**src/core/msd_consts.svh**
```systemverilog
// constants for the mode status and address decode block
// assumes inclusion by the mode latch, address map and top modules that need offsets
`ifndef MSD_CONSTS_SVH
`define MSD_CONSTS_SVH

// ************************************************************
// register map (word indices; the apb byte address is four times the index)
// ************************************************************
`define MSD_MODE_IND_OFS    16'hffc5
`define MSD_RAM_CTRL_OFS    16'hffc4
`define MSD_DEC_ADDR_OFS    16'hff00
`define MSD_DEC_RES_OFS     16'hff04
`define MSD_VARIANT_OFS     16'hff08

// ************************************************************
// field positions and fixed values
// ************************************************************
`define MSD_MODE_FIXED      6'b1110_01
`define MSD_ONCHIP_RAM_ENABLE_BIT        0
`define MSD_RAM_CTRL_RST    8'h09

// ************************************************************
// address map boundaries
// ************************************************************
`define MSD_VEC_END         16'h0047
`define MSD_ROM48_END       16'hbfff
`define MSD_ROM32_END       16'h7fff
`define MSD_ROM24_END       16'h5fff
`define MSD_EXP_ROM_GAP     16'hc000
`define MSD_RAM2K_START     16'hf780
`define MSD_RAM1K_START     16'hfb80
`define MSD_RAM_END         16'hff7f
`define MSD_EXT_HOLE_END    16'hff87
`define MSD_REG_START       16'hff88

`endif

```
**src/core/msd_pkg.sv**
```systemverilog
// types shared by the mode status and address decode block
// assumes the constants header sits beside it
package msd_pkg;
  // decoded region, one-hot
  typedef enum logic [5:0] {
    MSD_VEC  = 6'b00_0001,
    MSD_ROM  = 6'b00_0010,
    MSD_RAM  = 6'b00_0100,
    MSD_REG  = 6'b00_1000,
    MSD_EXT  = 6'b01_0000,
    MSD_RSV  = 6'b10_0000
  } msd_region_t;

  // memory size variant
  typedef enum logic [1:0] {
    MSD_V48K = 2'b00,
    MSD_V32K = 2'b01,
    MSD_V24K = 2'b10
  } msd_variant_t;
endpackage

```
**src/core/msd_mode_latch.sv**
```systemverilog
// mode indicator register: latches the mode pins on each read
// assumes the mode pins are synchronous to pclk
`timescale 1ns/1ps
`include "msd_consts.svh"
module msd_mode_latch (
  // clock and reset
  input  wire logic       pclk,
  input  wire logic       presetn,
  // mode pins and read strobe
  input  wire logic       upper_mode_pin,
  input  wire logic       lower_mode_pin,
  input  wire logic       rd_strobe,
  // register value
  output logic      [7:0] mode_value
);
  logic [1:0] mode_sel_q;
  logic       init_q;

  // latch on read
  // pins also caught once after reset, since the async reset may not take a pin
  always_ff @(posedge pclk or negedge presetn) begin
    if (!presetn) begin
      mode_sel_q <= 2'b00;
      init_q     <= 1'b0;
    end else begin
      init_q <= 1'b1;
      if (rd_strobe || !init_q) begin
        mode_sel_q <= {upper_mode_pin, lower_mode_pin};
      end
    end
  end

  assign mode_value = {`MSD_MODE_FIXED, mode_sel_q};
endmodule

```
**src/core/msd_addr_map.sv**
```systemverilog
// combinational map of one cpu address to a region
// assumes mode and ram enable are stable while the address is decoded
`timescale 1ns/1ps
`include "msd_consts.svh"
module msd_addr_map
  import msd_pkg::*;
(
  // inputs
  input  wire logic [15:0]         addr,
  input  wire logic [1:0]          mode,
  input  wire logic                ram_en,
  input  msd_pkg::msd_variant_t    variant,
  // result
  output msd_pkg::msd_region_t     region
);
  // mode codes from the pins: 01 expanded no rom, 10 expanded rom, 11 single
  wire        mode_norom  = (mode == 2'b01);
  wire        single      = (mode == 2'b11);
  wire [15:0] rom_end     = (variant == MSD_V48K) ? `MSD_ROM48_END :
                            (variant == MSD_V32K) ? `MSD_ROM32_END : `MSD_ROM24_END;
  wire [15:0] ram_start   = (variant == MSD_V48K) ? `MSD_RAM2K_START : `MSD_RAM1K_START;
  wire        in_vec      = (addr <= `MSD_VEC_END);
  wire        in_rom      = (addr <= rom_end);
  wire        in_ram      = (addr >= ram_start) && (addr <= `MSD_RAM_END);
  wire        in_rsv_ram  = (addr >= `MSD_RAM2K_START) && (addr < ram_start);
  wire        in_hole     = (addr > `MSD_RAM_END) && (addr <= `MSD_EXT_HOLE_END);
  wire        in_reg      = (addr >= `MSD_REG_START);
  wire        in_rom_gap  = (addr > rom_end) && (addr < `MSD_EXP_ROM_GAP);

  always_comb begin
    region = MSD_EXT;
    if (in_reg) begin
      region = MSD_REG;
    end else if (in_ram) begin
      region = (ram_en || single) ? MSD_RAM : MSD_EXT;
    end else if (in_hole || in_rsv_ram) begin
      region = single ? MSD_RSV : (in_hole ? MSD_EXT : MSD_RSV);
    end else if (mode_norom) begin
      region = in_vec ? MSD_VEC : MSD_EXT;
    end else if (in_vec) begin
      region = MSD_VEC;
    end else if (in_rom) begin
      region = MSD_ROM;
    end else if (in_rom_gap) begin
      region = MSD_RSV;
    end else begin
      region = single ? MSD_RSV : MSD_EXT;
    end
  end
endmodule

```
**src/core/msd_top.sv**
```systemverilog
// mode status and address decode: apb register slave plus cpu address decoder
// assumes an apb master on pclk and a cpu address bus sampled each cycle
//
// Chosen here: the APB slave port.
`timescale 1ns/1ps
`include "msd_consts.svh"

// Function
// - bit 1 shows upper mode pin, bit 0 lower mode pin
// - each read of mode register samples both pins and returns them
// - writes to mode-select bits are ignored
// - no-rom expanded: all external except ram, register field, vector table, and f780..fb7f reserved in 1k ram variants
// - rom modes: rom from zero; expanded from rom end+gap goes external
// - ff88..ffff register field always; ff80..ff87 external in expanded modes
// - 1k ram fb80..ff7f, f780..fb7f reserved; 2k ram starts f780
// - expanded modes with ram disabled send ram range external
module msd_top
  import msd_pkg::*;
#(
  parameter msd_variant_t VARIANT = MSD_V48K
) (
  // clock and reset
  input  wire logic        pclk,
  input  wire logic        presetn,
  // apb slave
  input  wire logic        psel,
  input  wire logic        penable,
  input  wire logic        pwrite,
  input  wire logic [17:0] paddr,
  input  wire logic [31:0] pwdata,
  output logic      [31:0] prdata,
  output logic             pready,
  output logic             pslverr,
  // mode pins
  input  wire logic        upper_mode_pin,
  input  wire logic        lower_mode_pin,
  // cpu address decode
  input  wire logic [15:0] cpu_addr,
  input  wire logic        cpu_valid,
  output logic      [5:0]  cpu_region,
  output logic             ext_cycle
);
  import msd_pkg::*;

  // ************************************************************
  // apb decode
  // ************************************************************
  // offsets are word indices: paddr bits 17:2 carry the index, bits 1:0 are ignored
  function automatic logic hit(input logic [17:0] a, input logic [15:0] ofs);
    hit = (a[17:2] == ofs);
  endfunction

  wire acc       = psel && penable;
  wire sel_mode  = hit(paddr, `MSD_MODE_IND_OFS);
  wire sel_ctrl  = hit(paddr, `MSD_RAM_CTRL_OFS);
  wire sel_daddr = hit(paddr, `MSD_DEC_ADDR_OFS);
  wire sel_dres  = hit(paddr, `MSD_DEC_RES_OFS);
  wire sel_var   = hit(paddr, `MSD_VARIANT_OFS);
  wire mapped    = sel_mode || sel_ctrl || sel_daddr || sel_dres || sel_var;

  // each register owns a whole word, so a write to the control byte
  // can never touch the mode byte

  // ************************************************************
  // registers
  // ************************************************************
  logic        ram_en_q;
  logic        ram_en_d;
  logic [15:0] dec_addr_q;
  logic [15:0] dec_addr_d;
  logic [31:0] prdata_q;
  logic [31:0] prdata_d;
  logic        pready_q;
  logic        pslverr_q;
  logic [5:0]  cpu_region_q;
  logic        ext_cycle_q;
  logic [7:0]  mode_value;
  logic [1:0]  mode_live;
  msd_region_t sw_region;
  msd_region_t cpu_region_w;

  // writes land only at the edge where the master sees pready high
  wire wr_en = acc && pwrite && pready_q;
  wire rd_en = acc && !pwrite && !pready_q;

  wire mode_rd = psel && !penable && !pwrite && sel_mode;

  // mode bits not writable
  // the mode word ignores writes; only the control and probe address words take them
  assign ram_en_d   = (wr_en && sel_ctrl) ? pwdata[`MSD_ONCHIP_RAM_ENABLE_BIT] : ram_en_q;
  assign dec_addr_d = (wr_en && sel_daddr) ? pwdata[15:0] : dec_addr_q;
  assign mode_live  = mode_value[1:0];

  // ************************************************************
  // sub blocks
  // ************************************************************
  // mode latch: strobed in the setup phase so data is ready for access
  msd_mode_latch u_mode (
    .pclk           (pclk),
    .presetn        (presetn),
    .upper_mode_pin (upper_mode_pin),
    .lower_mode_pin (lower_mode_pin),
    .rd_strobe      (mode_rd),
    .mode_value     (mode_value)
  );

  // decoder driven by software probe address
  msd_addr_map u_sw_map (
    .addr    (dec_addr_q),
    .mode    (mode_live),
    .ram_en  (ram_en_q),
    .variant (VARIANT),
    .region  (sw_region)
  );

  // decoder driven by cpu address
  msd_addr_map u_cpu_map (
    .addr    (cpu_addr),
    .mode    (mode_live),
    .ram_en  (ram_en_q),
    .variant (VARIANT),
    .region  (cpu_region_w)
  );

  // ************************************************************
  // read mux
  // ************************************************************
  // fixed bits returned
  // mode bits in low byte
  // control byte: bit 3 reads one, bit 0 is the live ram enable
  assign prdata_d = sel_mode  ? {24'h00_0000, mode_value} :
                    sel_ctrl  ? {24'h00_0000, (`MSD_RAM_CTRL_RST & 8'hfe) | {7'h00, ram_en_q}} :
                    sel_daddr ? {16'h0000, dec_addr_q} :
                    sel_dres  ? {26'h000_0000, sw_region} :
                    sel_var   ? {30'h0000_0000, VARIANT} :
                                32'h0000_0000;

  // ************************************************************
  // apb handshake: one wait state, answer in the second access cycle
  // ************************************************************
  always_ff @(posedge pclk or negedge presetn) begin
    if (!presetn) begin
      pready_q  <= 1'b0;
      pslverr_q <= 1'b0;
      prdata_q  <= 32'h0000_0000;
    end else begin
      pready_q  <= acc && !pready_q;
      pslverr_q <= acc && !pready_q && !mapped;
      if (rd_en) begin
        prdata_q <= prdata_d;
      end
    end
  end

  // control registers
  always_ff @(posedge pclk or negedge presetn) begin
    if (!presetn) begin
      ram_en_q   <= 1'b1;
      dec_addr_q <= 16'h0000;
    end else begin
      ram_en_q   <= ram_en_d;
      dec_addr_q <= dec_addr_d;
    end
  end

  // ************************************************************
  // cpu side outputs, registered
  // ************************************************************
  // no external cycle single
  // no external cycle in mode 00 either; region is still reported
  // the unsupported 00 code decodes like expanded rom in the map; gate it here
  always_ff @(posedge pclk or negedge presetn) begin
    if (!presetn) begin
      cpu_region_q <= 6'b00_0000;
      ext_cycle_q  <= 1'b0;
    end else begin
      cpu_region_q <= cpu_valid ? cpu_region_w : 6'b00_0000;
      ext_cycle_q  <= cpu_valid && (cpu_region_w == MSD_EXT) &&
                      (mode_live != 2'b11) && (mode_live != 2'b00);
    end
  end

  assign prdata     = prdata_q;
  assign pready     = pready_q;
  assign pslverr    = pslverr_q;
  assign cpu_region = cpu_region_q;
  assign ext_cycle  = ext_cycle_q;
endmodule

```
**config.mk**
```make
export PLATFORM = sky130hd
export DESIGN_NAME = msd_top
export DESIGN_NICKNAME = d
export VERILOG_FILES = /design/src/core/msd_pkg.sv /design/src/core/msd_mode_latch.sv /design/src/core/msd_addr_map.sv /design/src/core/msd_top.sv
export VERILOG_INCLUDE_DIRS = /design/src /design/src/core
export SDC_FILE = /design/constraint.sdc
export NUM_CORES = 1
export LEC_CHECK = 0
export ABC_AREA = 1
export BUFFER_PORTS_ARGS = -buffer_cell sky130_fd_sc_hd__buf_2
export CORE_AREA = 2 2 70 79
export DETAILED_ROUTE_END_ITERATION = 8
export DIE_AREA = 0 0 72 81
export PLACE_DENSITY = 0.94
export SLEW_MARGIN = 20
export SYNTH_ARGS = -nofsm -noshare
export SYNTH_HDL_FRONTEND = slang
export SYNTH_SLANG_ARGS = --single-unit
```
**constraint.sdc**
```tcl
create_clock -name pclk -period 2.35 [get_ports pclk]
set_input_delay 0.3525 -clock pclk [delete_from_list [all_inputs] [get_ports pclk]]
set_output_delay 0.3525 -clock pclk [all_outputs]
set_load 0.01 [all_outputs]
```
Word level (Yosys, flattened, before mapping)
Index checks and enable logic that the tools add are counted.
Cells by class
  $lt $le $gt $ge: 20
  equal/unequal tests: 9
  multiplexer cells: 27
  reduce and logical (&&, ||, !) cells: 37
Operator list (count)
  6-bit 2-to-1 mux: 21
  16-bit <= comparator (second input constant): 6
  16-bit equality test (second input constant): 5
  16-bit greater-or-equal comparator (second input constant): 4
  16-bit > comparator (second input constant): 4
  16-bit less-than comparator (second input constant): 4
  16-bit 2-to-1 mux: 3
  16-bit by 7-bit <= comparator with 1-bit output (second input constant): 2
  1-bit logical AND: 23
  5-bit 2-to-1 mux: 3
  1-bit logical OR: 8
  6-bit by 5-bit equality test with 1-bit output (second input constant): 1
  1-bit logical NOT: 5
  2-bit by 1-bit equality test with 1-bit output (second input constant): 1
  2-bit equality test (second input constant): 1
  2-bit inequality test (second input constant): 1
  2-bit nonzero test: 1
Storage, ports and cells
  bits in registers: 61

Logic depth before layout (Yosys ltp)
Gate-level depths: netlist of the first run.
  word-level depth: 13
  gate-level depth with buffers: 10
  gate-level depth less buffers: 10

Hierarchy
A second synthesis of the first run with hierarchy kept.
Second synthesis, totals
  cells, all modules: 470
  area, all modules: 3255.6 sq um
By module, submodules not included
  msd_top: instances 1, cells each 261, area an instance 2119.5 sq um
  msd_addr_map: instances 2, cells each 95, area an instance 486.7 sq um
  msd_mode_latch: instances 1, cells each 19, area an instance 162.7 sq um

Least setup slack after synthesis of the first run
OpenSTA, ideal clock, no wires.
  kind: input-to-reg
  start point: in paddr[7]
  end point: reg dec_addr_q[8]
  arrival: 1277 ps
  setup slack: 946 ps
  cell stages on the path: 7
  cells stage by stage: nor2_1 -> nand2_2 -> nor3_4 -> inv_2 -> nor2_8 -> buf_6 -> o21ai_0
Between the ends
  cells in the longest elaborated chain, start to end: 2
RTL lines
  start, declared: RTL line msd_top.sv:29  | input wire logic [17:0] paddr,
  16-bit equality test: RTL line msd_top.sv:50  | hit = (a[17:2] == ofs);
  1-bit logical AND: RTL line msd_top.sv:91  | assign dec_addr_d = (wr_en && sel_daddr) ? pwdata[15:0] : dec_addr_q;
  end signal, assigned: RTL line msd_top.sv:162  | dec_addr_q <= dec_addr_d;
  end, declared: RTL line msd_top.sv:69  | logic [15:0] dec_addr_q;
No other way between the ends.
A chain may end at the register's enable or synchronous reset.

Worst setup path in the final report of the first run
  start point: reg pready_q (netlist: pready)
  end point: reg prdata_q[4] (netlist: prdata[4])
Between the ends
  cells in the longest elaborated chain, start to end: 2
RTL lines
  start, declared: RTL line msd_top.sv:73  | logic pready_q;
  start signal, assigned: RTL line msd_top.sv:147  | pready_q <= acc && !pready_q;
  1-bit logical NOT: RTL line msd_top.sv:84  | wire rd_en = acc && !pwrite && !pready_q;
  1-bit logical AND: RTL line msd_top.sv:84
  end signal, assigned: RTL line msd_top.sv:150  | prdata_q <= prdata_d;
  end, declared: RTL line msd_top.sv:71  | logic [31:0] prdata_q;
No other way between the ends.

==> impl_metrics.xml, run 1 <==
<?xml version="1.0" encoding="UTF-8"?>
<metrics>
  <group name="global_route">
    <metric name="grt_antenna_before_repair" unit="">0</metric>
    <metric name="busiest_layer" unit="">met2</metric>
    <metric name="gr_met3_demand_resource" unit="%">4.96</metric>
    <metric name="globalRouteTotalUtil" unit="%">20.0</metric>
    <metric name="grt_met1_usage" unit="%">23.2</metric>
    <metric name="maximum_number_of_pins_on_one_net_before_global_route_repair" unit="">46</metric>
    <metric name="global_route_wire_length_before_repair" unit="mm">9.00</metric>
    <metric name="grt-ovfl-total" unit="">0</metric>
    <metric name="grt_pass1_vias" unit="">2136</metric>
    <metric name="use_met2" unit="%">34.1</metric>
  </group>
  <group name="critical_path">
    <metric name="classification_of_the_worst_setup_path" unit="">register to register</metric>
    <metric name="timing.rr.end" unit="">prdata[4]</metric>
    <metric name="crit_path_start_kind" unit="">register</metric>
    <metric name="ff2ff_setup_slack" unit="ns">0.69</metric>
    <metric name="critPathCaptureType" unit="">register</metric>
    <metric name="critPathLaunch" unit="">pready</metric>
    <metric name="rr_startpoint" unit="">pready</metric>
    <metric name="worst_r2r_path_depth" unit="">7</metric>
    <metric name="arrival" unit="ns">1.85</metric>
    <metric name="critical_path_peak_fanout" unit="">11</metric>
    <metric name="setup.worst_path.end" unit="">prdata[4]</metric>
    <metric name="worst-endpoint-required" unit="ns">2.54</metric>
  </group>
  <group name="cts">
    <metric name="cts_htree_levels" unit="">2</metric>
    <metric name="cts_repair_resize_count" unit="">0</metric>
    <metric name="clk_pin_slew" unit="ns">0.08</metric>
    <metric name="ctsLongestPathBuffers" unit="">2</metric>
    <metric name="post_cts_buffers" unit="">0</metric>
    <metric name="cts-root-buf" unit="">sky130_fd_sc_hd__clkbuf_8</metric>
    <metric name="numCtsBuffers" unit="">5</metric>
    <metric name="hold_buffers_post_cts" unit="">0</metric>
    <metric name="cts.sink_count" unit="">45</metric>
    <metric name="tritoncts" unit="">built</metric>
    <metric name="clk-insertion-delay-late" unit="ns">0.30</metric>
  </group>
  <group name="outcome">
    <metric name="status" unit="">completed</metric>
  </group>
  <group name="timing">
    <metric name="setup_violations" unit="">0</metric>
    <metric name="totalNegativeSetupSlack" unit="ns">0</metric>
    <metric name="clock_skews" unit="ns">0.00431</metric>
    <metric name="worst_hold_slack" unit="ns">0.0301</metric>
    <metric name="timing_max_transition_violations_final" unit="">0</metric>
    <metric name="slew-limit-headroom" unit="%">63.8</metric>
    <metric name="hold_viol" unit="">0</metric>
    <metric name="worst-slew-pin-transition" unit="ns">0.543</metric>
    <metric name="shortest_period_the_worst_path_allows" unit="ns">1.66</metric>
    <metric name="fmaxAchievable" unit="MHz">603</metric>
    <metric name="final.period_utilization" unit="%">70.5</metric>
    <metric name="rsz0062_at_grt" unit="">no</metric>
  </group>
  <group name="layout">
    <metric name="fillerInstances" unit="">468</metric>
    <metric name="layout_commonest_cell" unit="">sky130_fd_sc_hd__nand2_1</metric>
    <metric name="n_antenna_cell" unit="">0</metric>
    <metric name="fin_nets" unit="">480</metric>
    <metric name="share_of_layout_cells_above_drive_strength_1" unit="%">24.3</metric>
    <metric name="layout.cells.most_common_list" unit="">sky130_fd_sc_hd__nand2_1, sky130_fd_sc_hd__buf_2, sky130_fd_sc_hd__nor2_1, sky130_fd_sc_hd__dfrtp_1, sky130_fd_sc_hd__inv_1</metric>
    <metric name="instances_no_fill" unit="">467</metric>
    <metric name="syn2layout_area_growth" unit="%">18.7</metric>
  </group>
  <group name="floorplan">
    <metric name="design.die.area" unit="mm²">0.00583</metric>
    <metric name="initial_core_util" unit="%">47.3</metric>
    <metric name="die_w" unit="µm">72</metric>
    <metric name="die_height" unit="µm">81</metric>
    <metric name="core.rowCount" unit="">28</metric>
    <metric name="core-area" unit="mm²">0.00515</metric>
    <metric name="ioPinCount" unit="">115</metric>
  </group>
  <group name="logic_synthesis">
    <metric name="yosys.area_share.xor_xnor" unit="%">0</metric>
    <metric name="top_cell_type_by_total_area_after_synthesis" unit="">sky130_fd_sc_hd__dfrtp_1</metric>
    <metric name="ys_ff_latch" unit="">45</metric>
    <metric name="synth_top_cells_by_area" unit="">sky130_fd_sc_hd__dfrtp_1, sky130_fd_sc_hd__nand2_1, sky130_fd_sc_hd__nor2_1, sky130_fd_sc_hd__inv_1, sky130_fd_sc_hd__buf_4</metric>
    <metric name="synth.distinct_cells" unit="">29</metric>
    <metric name="synth_area_in_adders" unit="%">0</metric>
    <metric name="synth-compound-area-share" unit="%">8.16</metric>
    <metric name="synth-seq-area-share" unit="%">46.3</metric>
    <metric name="synth.area.mux_share" unit="%">0</metric>
    <metric name="syn_area" unit="mm²">0.00244</metric>
    <metric name="area_share_of_and_or_nand_nor_cells_after_synthesis" unit="%">33.6</metric>
    <metric name="synth_top_family_by_area" unit="">simple AND/OR/NAND/NOR gates</metric>
    <metric name="synth_edf_count" unit="">0</metric>
    <metric name="avgSynthCellArea" unit="µm²">7.48</metric>
    <metric name="postSynth.asyncResetShare" unit="%">100</metric>
    <metric name="synthFlopType" unit="">sky130_fd_sc_hd__dfrtp_1</metric>
    <metric name="yosysWarningCount" unit="">0</metric>
    <metric name="synth_largest_type_area_fraction" unit="%">45.2</metric>
    <metric name="syn_inst" unit="">326</metric>
  </group>
  <group name="drt">
    <metric name="via_count" unit="">2322</metric>
    <metric name="post-route-drc-count" unit="">0</metric>
    <metric name="wl_per_cell" unit="µm">11.6</metric>
    <metric name="dr.first_iter.drc_count" unit="">183</metric>
    <metric name="detail-route-antenna-nets" unit="">0</metric>
    <metric name="drt-pass1-iter-count" unit="">5</metric>
    <metric name="viasPerCell" unit="">4.97</metric>
    <metric name="drt-total-wl" unit="mm">5.41</metric>
  </group>
  <group name="power_and_ir_drop">
    <metric name="max_rail_drop_vdd" unit="mV">0.355</metric>
    <metric name="power.density" unit="mW/mm²">505</metric>
    <metric name="finalPower" unit="mW">1.46</metric>
    <metric name="power.leakage" unit="nW">1.65</metric>
  </group>
  <group name="placed_design">
    <metric name="place_hpwl" unit="mm">4.17</metric>
    <metric name="gp_congestion" unit="">0.918</metric>
    <metric name="place_inst" unit="">459</metric>
    <metric name="io_buffers" unit="">77</metric>
  </group>
  <group name="job">
    <metric name="cap_violations" unit="">0</metric>
  </group>
  <group name="min_path">
    <metric name="worst_hold_path_type" unit="">input port to asynchronous set/reset pin</metric>
  </group>
</metrics>
## registers in the layout, indices dropped and copies added, names as in the netlist
signal	count
ext_cycle	1
prdata	16
u_mode.mode_sel_q	2
pready	1
dec_addr_q	16
u_mode.init_q	1
pslverr	1
ram_en_q	1
cpu_region	6
## area by class of cell
type	instances	area (µm²)	share of cell area, %
clock buffers	6	72.6	2.51
inverters	37	139	4.80
clock inverters	2	10.0	0.346
multi-input cells	240	1080	37.4
flip-flops and latches	45	1130	39.0
well taps	60	75.1	2.60
repair buffers	77	388	13.4
## per-stage QoR
| stage | worst slack [ns] | utilization, % | cell area [µm²] |
|---|---|---|---|
| CTS | 0.685 | 56.1 | 2890 |
| detailed placement | 0.586 | 54.5 | 2810 |
| global placement | 0.653 | 54.5 | 2810 |
| finish | 0.692 | 56.2 | 2890 |
| floorplan | 0.946 | - | 2490 |
| global route | 0.531 | 56.2 | 2890 |
## cell families (layout without fill, tap and decap cells)
kind of cell | Yosys count | in the layout
AO/OA/AOI/OAI | 38 | 38
other | 2 | 17
buffers and inverters | 56 | 122
flip-flops | 45 | 45
AND/OR/NAND/NOR | 185 | 185
## how the worst min path moves through the flow
| stage | startpoint | endpoint | slack (ns) | cells after the start |
|---|---|---|---|---|
| 4_1_cts | presetn | prdata[4] | 0.24 | 1 |
| 6_report | presetn | prdata[9] | 0.03 | 1 |
| 3_3_place_gp | dec_addr_q[2] | dec_addr_q[2] | 0.46 | 2 |
| 5_1_grt | presetn | prdata[4] | 0.08 | 1 |
| 2_1_floorplan | presetn | cpu_region[0] | 0.06 | 0 |
| 3_5_place_dp | dec_addr_q[1] | dec_addr_q[1] | 0.46 | 2 |
## power by group
group / internal (mW) / leakage (nW) / total, mW / switching, mW
combinational: 0.0744 / 1.05 / 0.188 / 0.114
clock: 0.206 / 0.0450 / 0.456 / 0.250
sequential: 0.800 / 0.557 / 0.816 / 0.0158
## layer usage
metal  wire [µm]  vias up
met5           0        -
met4         156        0
met3         382       19
met2        2600       96
met1        2270     1041
li1            -     1166
## synth_stat cells, types with 2 or more instances
cell	n
sky130_fd_sc_hd__buf_4	16
sky130_fd_sc_hd__nand3_1	23
sky130_fd_sc_hd__inv_1	34
sky130_fd_sc_hd__nor2_1	44
sky130_fd_sc_hd__o21ai_1	12
sky130_fd_sc_hd__nand2_2	2
sky130_fd_sc_hd__inv_2	3
sky130_fd_sc_hd__dfrtp_1	44
sky130_fd_sc_hd__nand4_1	4
sky130_fd_sc_hd__a21oi_1	8
sky130_fd_sc_hd__nor3_1	10
sky130_fd_sc_hd__o21ai_0	14
sky130_fd_sc_hd__conb_1	2
sky130_fd_sc_hd__buf_6	2
sky130_fd_sc_hd__nor2_2	3
sky130_fd_sc_hd__nand2_1	91
sky130_fd_sc_hd__nand3b_1	2
## critical path, stage by stage (launching register included)
cell and delay (ns):
sky130_fd_sc_hd__dfrtp_1 0.42, sky130_fd_sc_hd__inv_1 0.07, sky130_fd_sc_hd__nand2_1 0.07, sky130_fd_sc_hd__nor2_2 0.31, sky130_fd_sc_hd__inv_1 0.30, sky130_fd_sc_hd__nand2_1 0.12, sky130_fd_sc_hd__a21boi_0 0.18, sky130_fd_sc_hd__nand2_1 0.07
(Power assumes the default switching activity.)
==> inputs of run 2 (changes only) <==
Settings changed: CORE_AREA 2 2 70 79 to 2 2 76 85, DIE_AREA 0 0 72 81 to 0 0 78 87, PLACE_DENSITY 0.94 to 0.86.
Clock period 2.35 ns to 1.5 ns, I/O delays scaled along.
==> impl_metrics.xml, run 2 (same netlist as run 1, synthesis figures left out) <==
<?xml version="1.0" encoding="UTF-8"?>
<metrics>
  <group name="critical_path">
    <metric name="critical_path_peak_fanout" unit="">8</metric>
    <metric name="critPathCaptureType" unit="">register</metric>
    <metric name="setup.worst_path.end" unit="">prdata[15]</metric>
    <metric name="rr_startpoint" unit="">pready</metric>
    <metric name="critPathLaunch" unit="">pready</metric>
    <metric name="arrival" unit="ns">1.60</metric>
    <metric name="crit_path_start_kind" unit="">register</metric>
    <metric name="ff2ff_setup_slack" unit="ns">0.13</metric>
    <metric name="worst_r2r_path_depth" unit="">7</metric>
    <metric name="timing.rr.end" unit="">prdata[15]</metric>
    <metric name="classification_of_the_worst_setup_path" unit="">register to register</metric>
    <metric name="worst-endpoint-required" unit="ns">1.73</metric>
  </group>
  <group name="min_path">
    <metric name="worst_hold_path_type" unit="">input port to register</metric>
    <metric name="number_of_stages_on_the_worst_hold_path" unit="">3</metric>
  </group>
  <group name="cts">
    <metric name="cts_htree_levels" unit="">2</metric>
    <metric name="numCtsBuffers" unit="">5</metric>
    <metric name="clk_pin_slew" unit="ns">0.09</metric>
    <metric name="clk-insertion-delay-late" unit="ns">0.30</metric>
    <metric name="ctsLongestPathBuffers" unit="">2</metric>
    <metric name="cts.sink_count" unit="">45</metric>
    <metric name="cts-root-buf" unit="">sky130_fd_sc_hd__clkbuf_8</metric>
    <metric name="post_cts_buffers" unit="">0</metric>
    <metric name="tritoncts" unit="">built</metric>
  </group>
  <group name="timing">
    <metric name="totalNegativeSetupSlack" unit="ns">0</metric>
    <metric name="final.period_utilization" unit="%">91.5</metric>
    <metric name="clock_skews" unit="ns">0.00959</metric>
    <metric name="rsz0062_at_grt" unit="">no</metric>
    <metric name="final_critical_path_setup_slack" unit="ns">0.128</metric>
    <metric name="timing_max_transition_violations_final" unit="">0</metric>
    <metric name="shortest_period_the_worst_path_allows" unit="ns">1.37</metric>
    <metric name="setup_violations" unit="">0</metric>
    <metric name="hold_viol" unit="">0</metric>
    <metric name="fmaxAchievable" unit="MHz">729</metric>
    <metric name="worst_hold_slack" unit="ns">0.115</metric>
  </group>
  <group name="floorplan">
    <metric name="die_w" unit="µm">78</metric>
    <metric name="die_height" unit="µm">87</metric>
    <metric name="initial_core_util" unit="%">40.6</metric>
    <metric name="ioPinCount" unit="">115</metric>
    <metric name="core-area" unit="mm²">0.00601</metric>
    <metric name="core.rowCount" unit="">30</metric>
    <metric name="design.die.area" unit="mm²">0.00679</metric>
  </group>
  <group name="layout">
    <metric name="share_of_layout_cells_above_drive_strength_1" unit="%">26.2</metric>
    <metric name="n_antenna_cell" unit="">0</metric>
    <metric name="fin_nets" unit="">489</metric>
    <metric name="syn2layout_area_growth" unit="%">24.8</metric>
    <metric name="instances_no_fill" unit="">496</metric>
    <metric name="layout.cells.most_common_list" unit="">sky130_fd_sc_hd__nand2_1, sky130_fd_sc_hd__buf_2, sky130_fd_sc_hd__nor2_1, sky130_fd_sc_hd__dfrtp_1, sky130_fd_sc_hd__inv_1</metric>
    <metric name="layout_commonest_cell" unit="">sky130_fd_sc_hd__nand2_1</metric>
  </group>
  <group name="placed_design">
    <metric name="gp_congestion" unit="">0.894</metric>
    <metric name="io_buffers" unit="">77</metric>
    <metric name="place_inst" unit="">487</metric>
    <metric name="place_hpwl" unit="mm">4.65</metric>
    <metric name="post-place-ws" unit="ns">-0.0189</metric>
  </group>
  <group name="outcome">
    <metric name="status" unit="">completed</metric>
  </group>
  <group name="power_and_ir_drop">
    <metric name="power.leakage" unit="nW">1.71</metric>
    <metric name="finalPower" unit="mW">2.56</metric>
    <metric name="power.density" unit="mW/mm²">841</metric>
    <metric name="max_rail_drop_vdd" unit="mV">0.488</metric>
  </group>
  <group name="drt">
    <metric name="post-route-drc-count" unit="">0</metric>
    <metric name="viasPerCell" unit="">4.76</metric>
    <metric name="wl_per_cell" unit="µm">11.8</metric>
    <metric name="via_count" unit="">2359</metric>
    <metric name="detail-route-antenna-nets" unit="">0</metric>
    <metric name="dr.first_iter.drc_count" unit="">92</metric>
    <metric name="drt-total-wl" unit="mm">5.84</metric>
    <metric name="drt-pass1-iter-count" unit="">4</metric>
  </group>
  <group name="global_route">
    <metric name="grt_antenna_before_repair" unit="">0</metric>
    <metric name="global_route_wire_length_before_repair" unit="mm">9.86</metric>
    <metric name="maximum_number_of_pins_on_one_net_before_global_route_repair" unit="">25</metric>
    <metric name="grt_pass1_vias" unit="">2280</metric>
    <metric name="grt-ovfl-total" unit="">0</metric>
    <metric name="globalRouteTotalUtil" unit="%">18.2</metric>
  </group>
  <group name="job">
    <metric name="cap_violations" unit="">0</metric>
  </group>
</metrics>
==> run 2: routing by layer <==
metal  wire, µm  GRT usage [%]
met2       2970           33.5
met1       2420           21.3
met4         96           7.18
met5          0              0
met3        356           2.80
==> run 2: cell type report <==
| type | count | area, µm² |
|---|---|---|
| fillers | 607 | 2960 |
| flip-flops and latches | 45 | 1130 |
| multi-input cells | 240 | 1090 |
| repair buffers | 86 | 468 |
| inverters | 37 | 139 |
| well taps | 80 | 100 |
| clock buffers | 6 | 82.6 |
| clock inverters | 2 | 37.5 |
==> run 2: what timing repair did <==
item,CTS,global route
resized for setup,1,1
setup endpoints to repair,2,8
hold buffers,1,0
pin swaps,0,0
endpoints found under the hold margin,11,0
==> run 2: how the worst min path moves through the flow <==
stage | to | startpoint | slack [ns]
after global routing | u_mode.mode_sel_q[0] | lower_mode_pin | 0.12
final | u_mode.mode_sel_q[0] | lower_mode_pin | 0.12
after detailed placement | ext_cycle | presetn | 0.15
after global placement | ext_cycle | presetn | 0.15
after CTS | u_mode.mode_sel_q[0] | lower_mode_pin | 0.11
after floorplan | cpu_region[0] | presetn | -0.07
==> run 2: worst max-delay path: stages (launching register included) <==
cell and delay (ns):
sky130_fd_sc_hd__dfrtp_1 0.43, sky130_fd_sc_hd__inv_1 0.08, sky130_fd_sc_hd__nand2_1 0.10, sky130_fd_sc_hd__nor2_4 0.18, sky130_fd_sc_hd__nand2_2 0.12, sky130_fd_sc_hd__nor2_2 0.14, sky130_fd_sc_hd__inv_2 0.11, sky130_fd_sc_hd__o21ai_1 0.15
==> run 2: where the power goes <==
| part | switching [mW] | internal [mW] | total, mW |
|---|---|---|---|
| Sequential | 0.0245 | 1.25 | 1.28 |
| Combinational | 0.191 | 0.130 | 0.321 |
| Clock | 0.420 | 0.542 | 0.961 |
==> run 2: metrics by stage <==
stage          util [%]  cell area [µm²]
2_1_floorplan         -             2490
3_3_place_gp       48.4             2910
3_5_place_dp       48.4             2910
4_1_cts            50.6             3040
5_1_grt            50.7             3040
6_report           50.7             3040
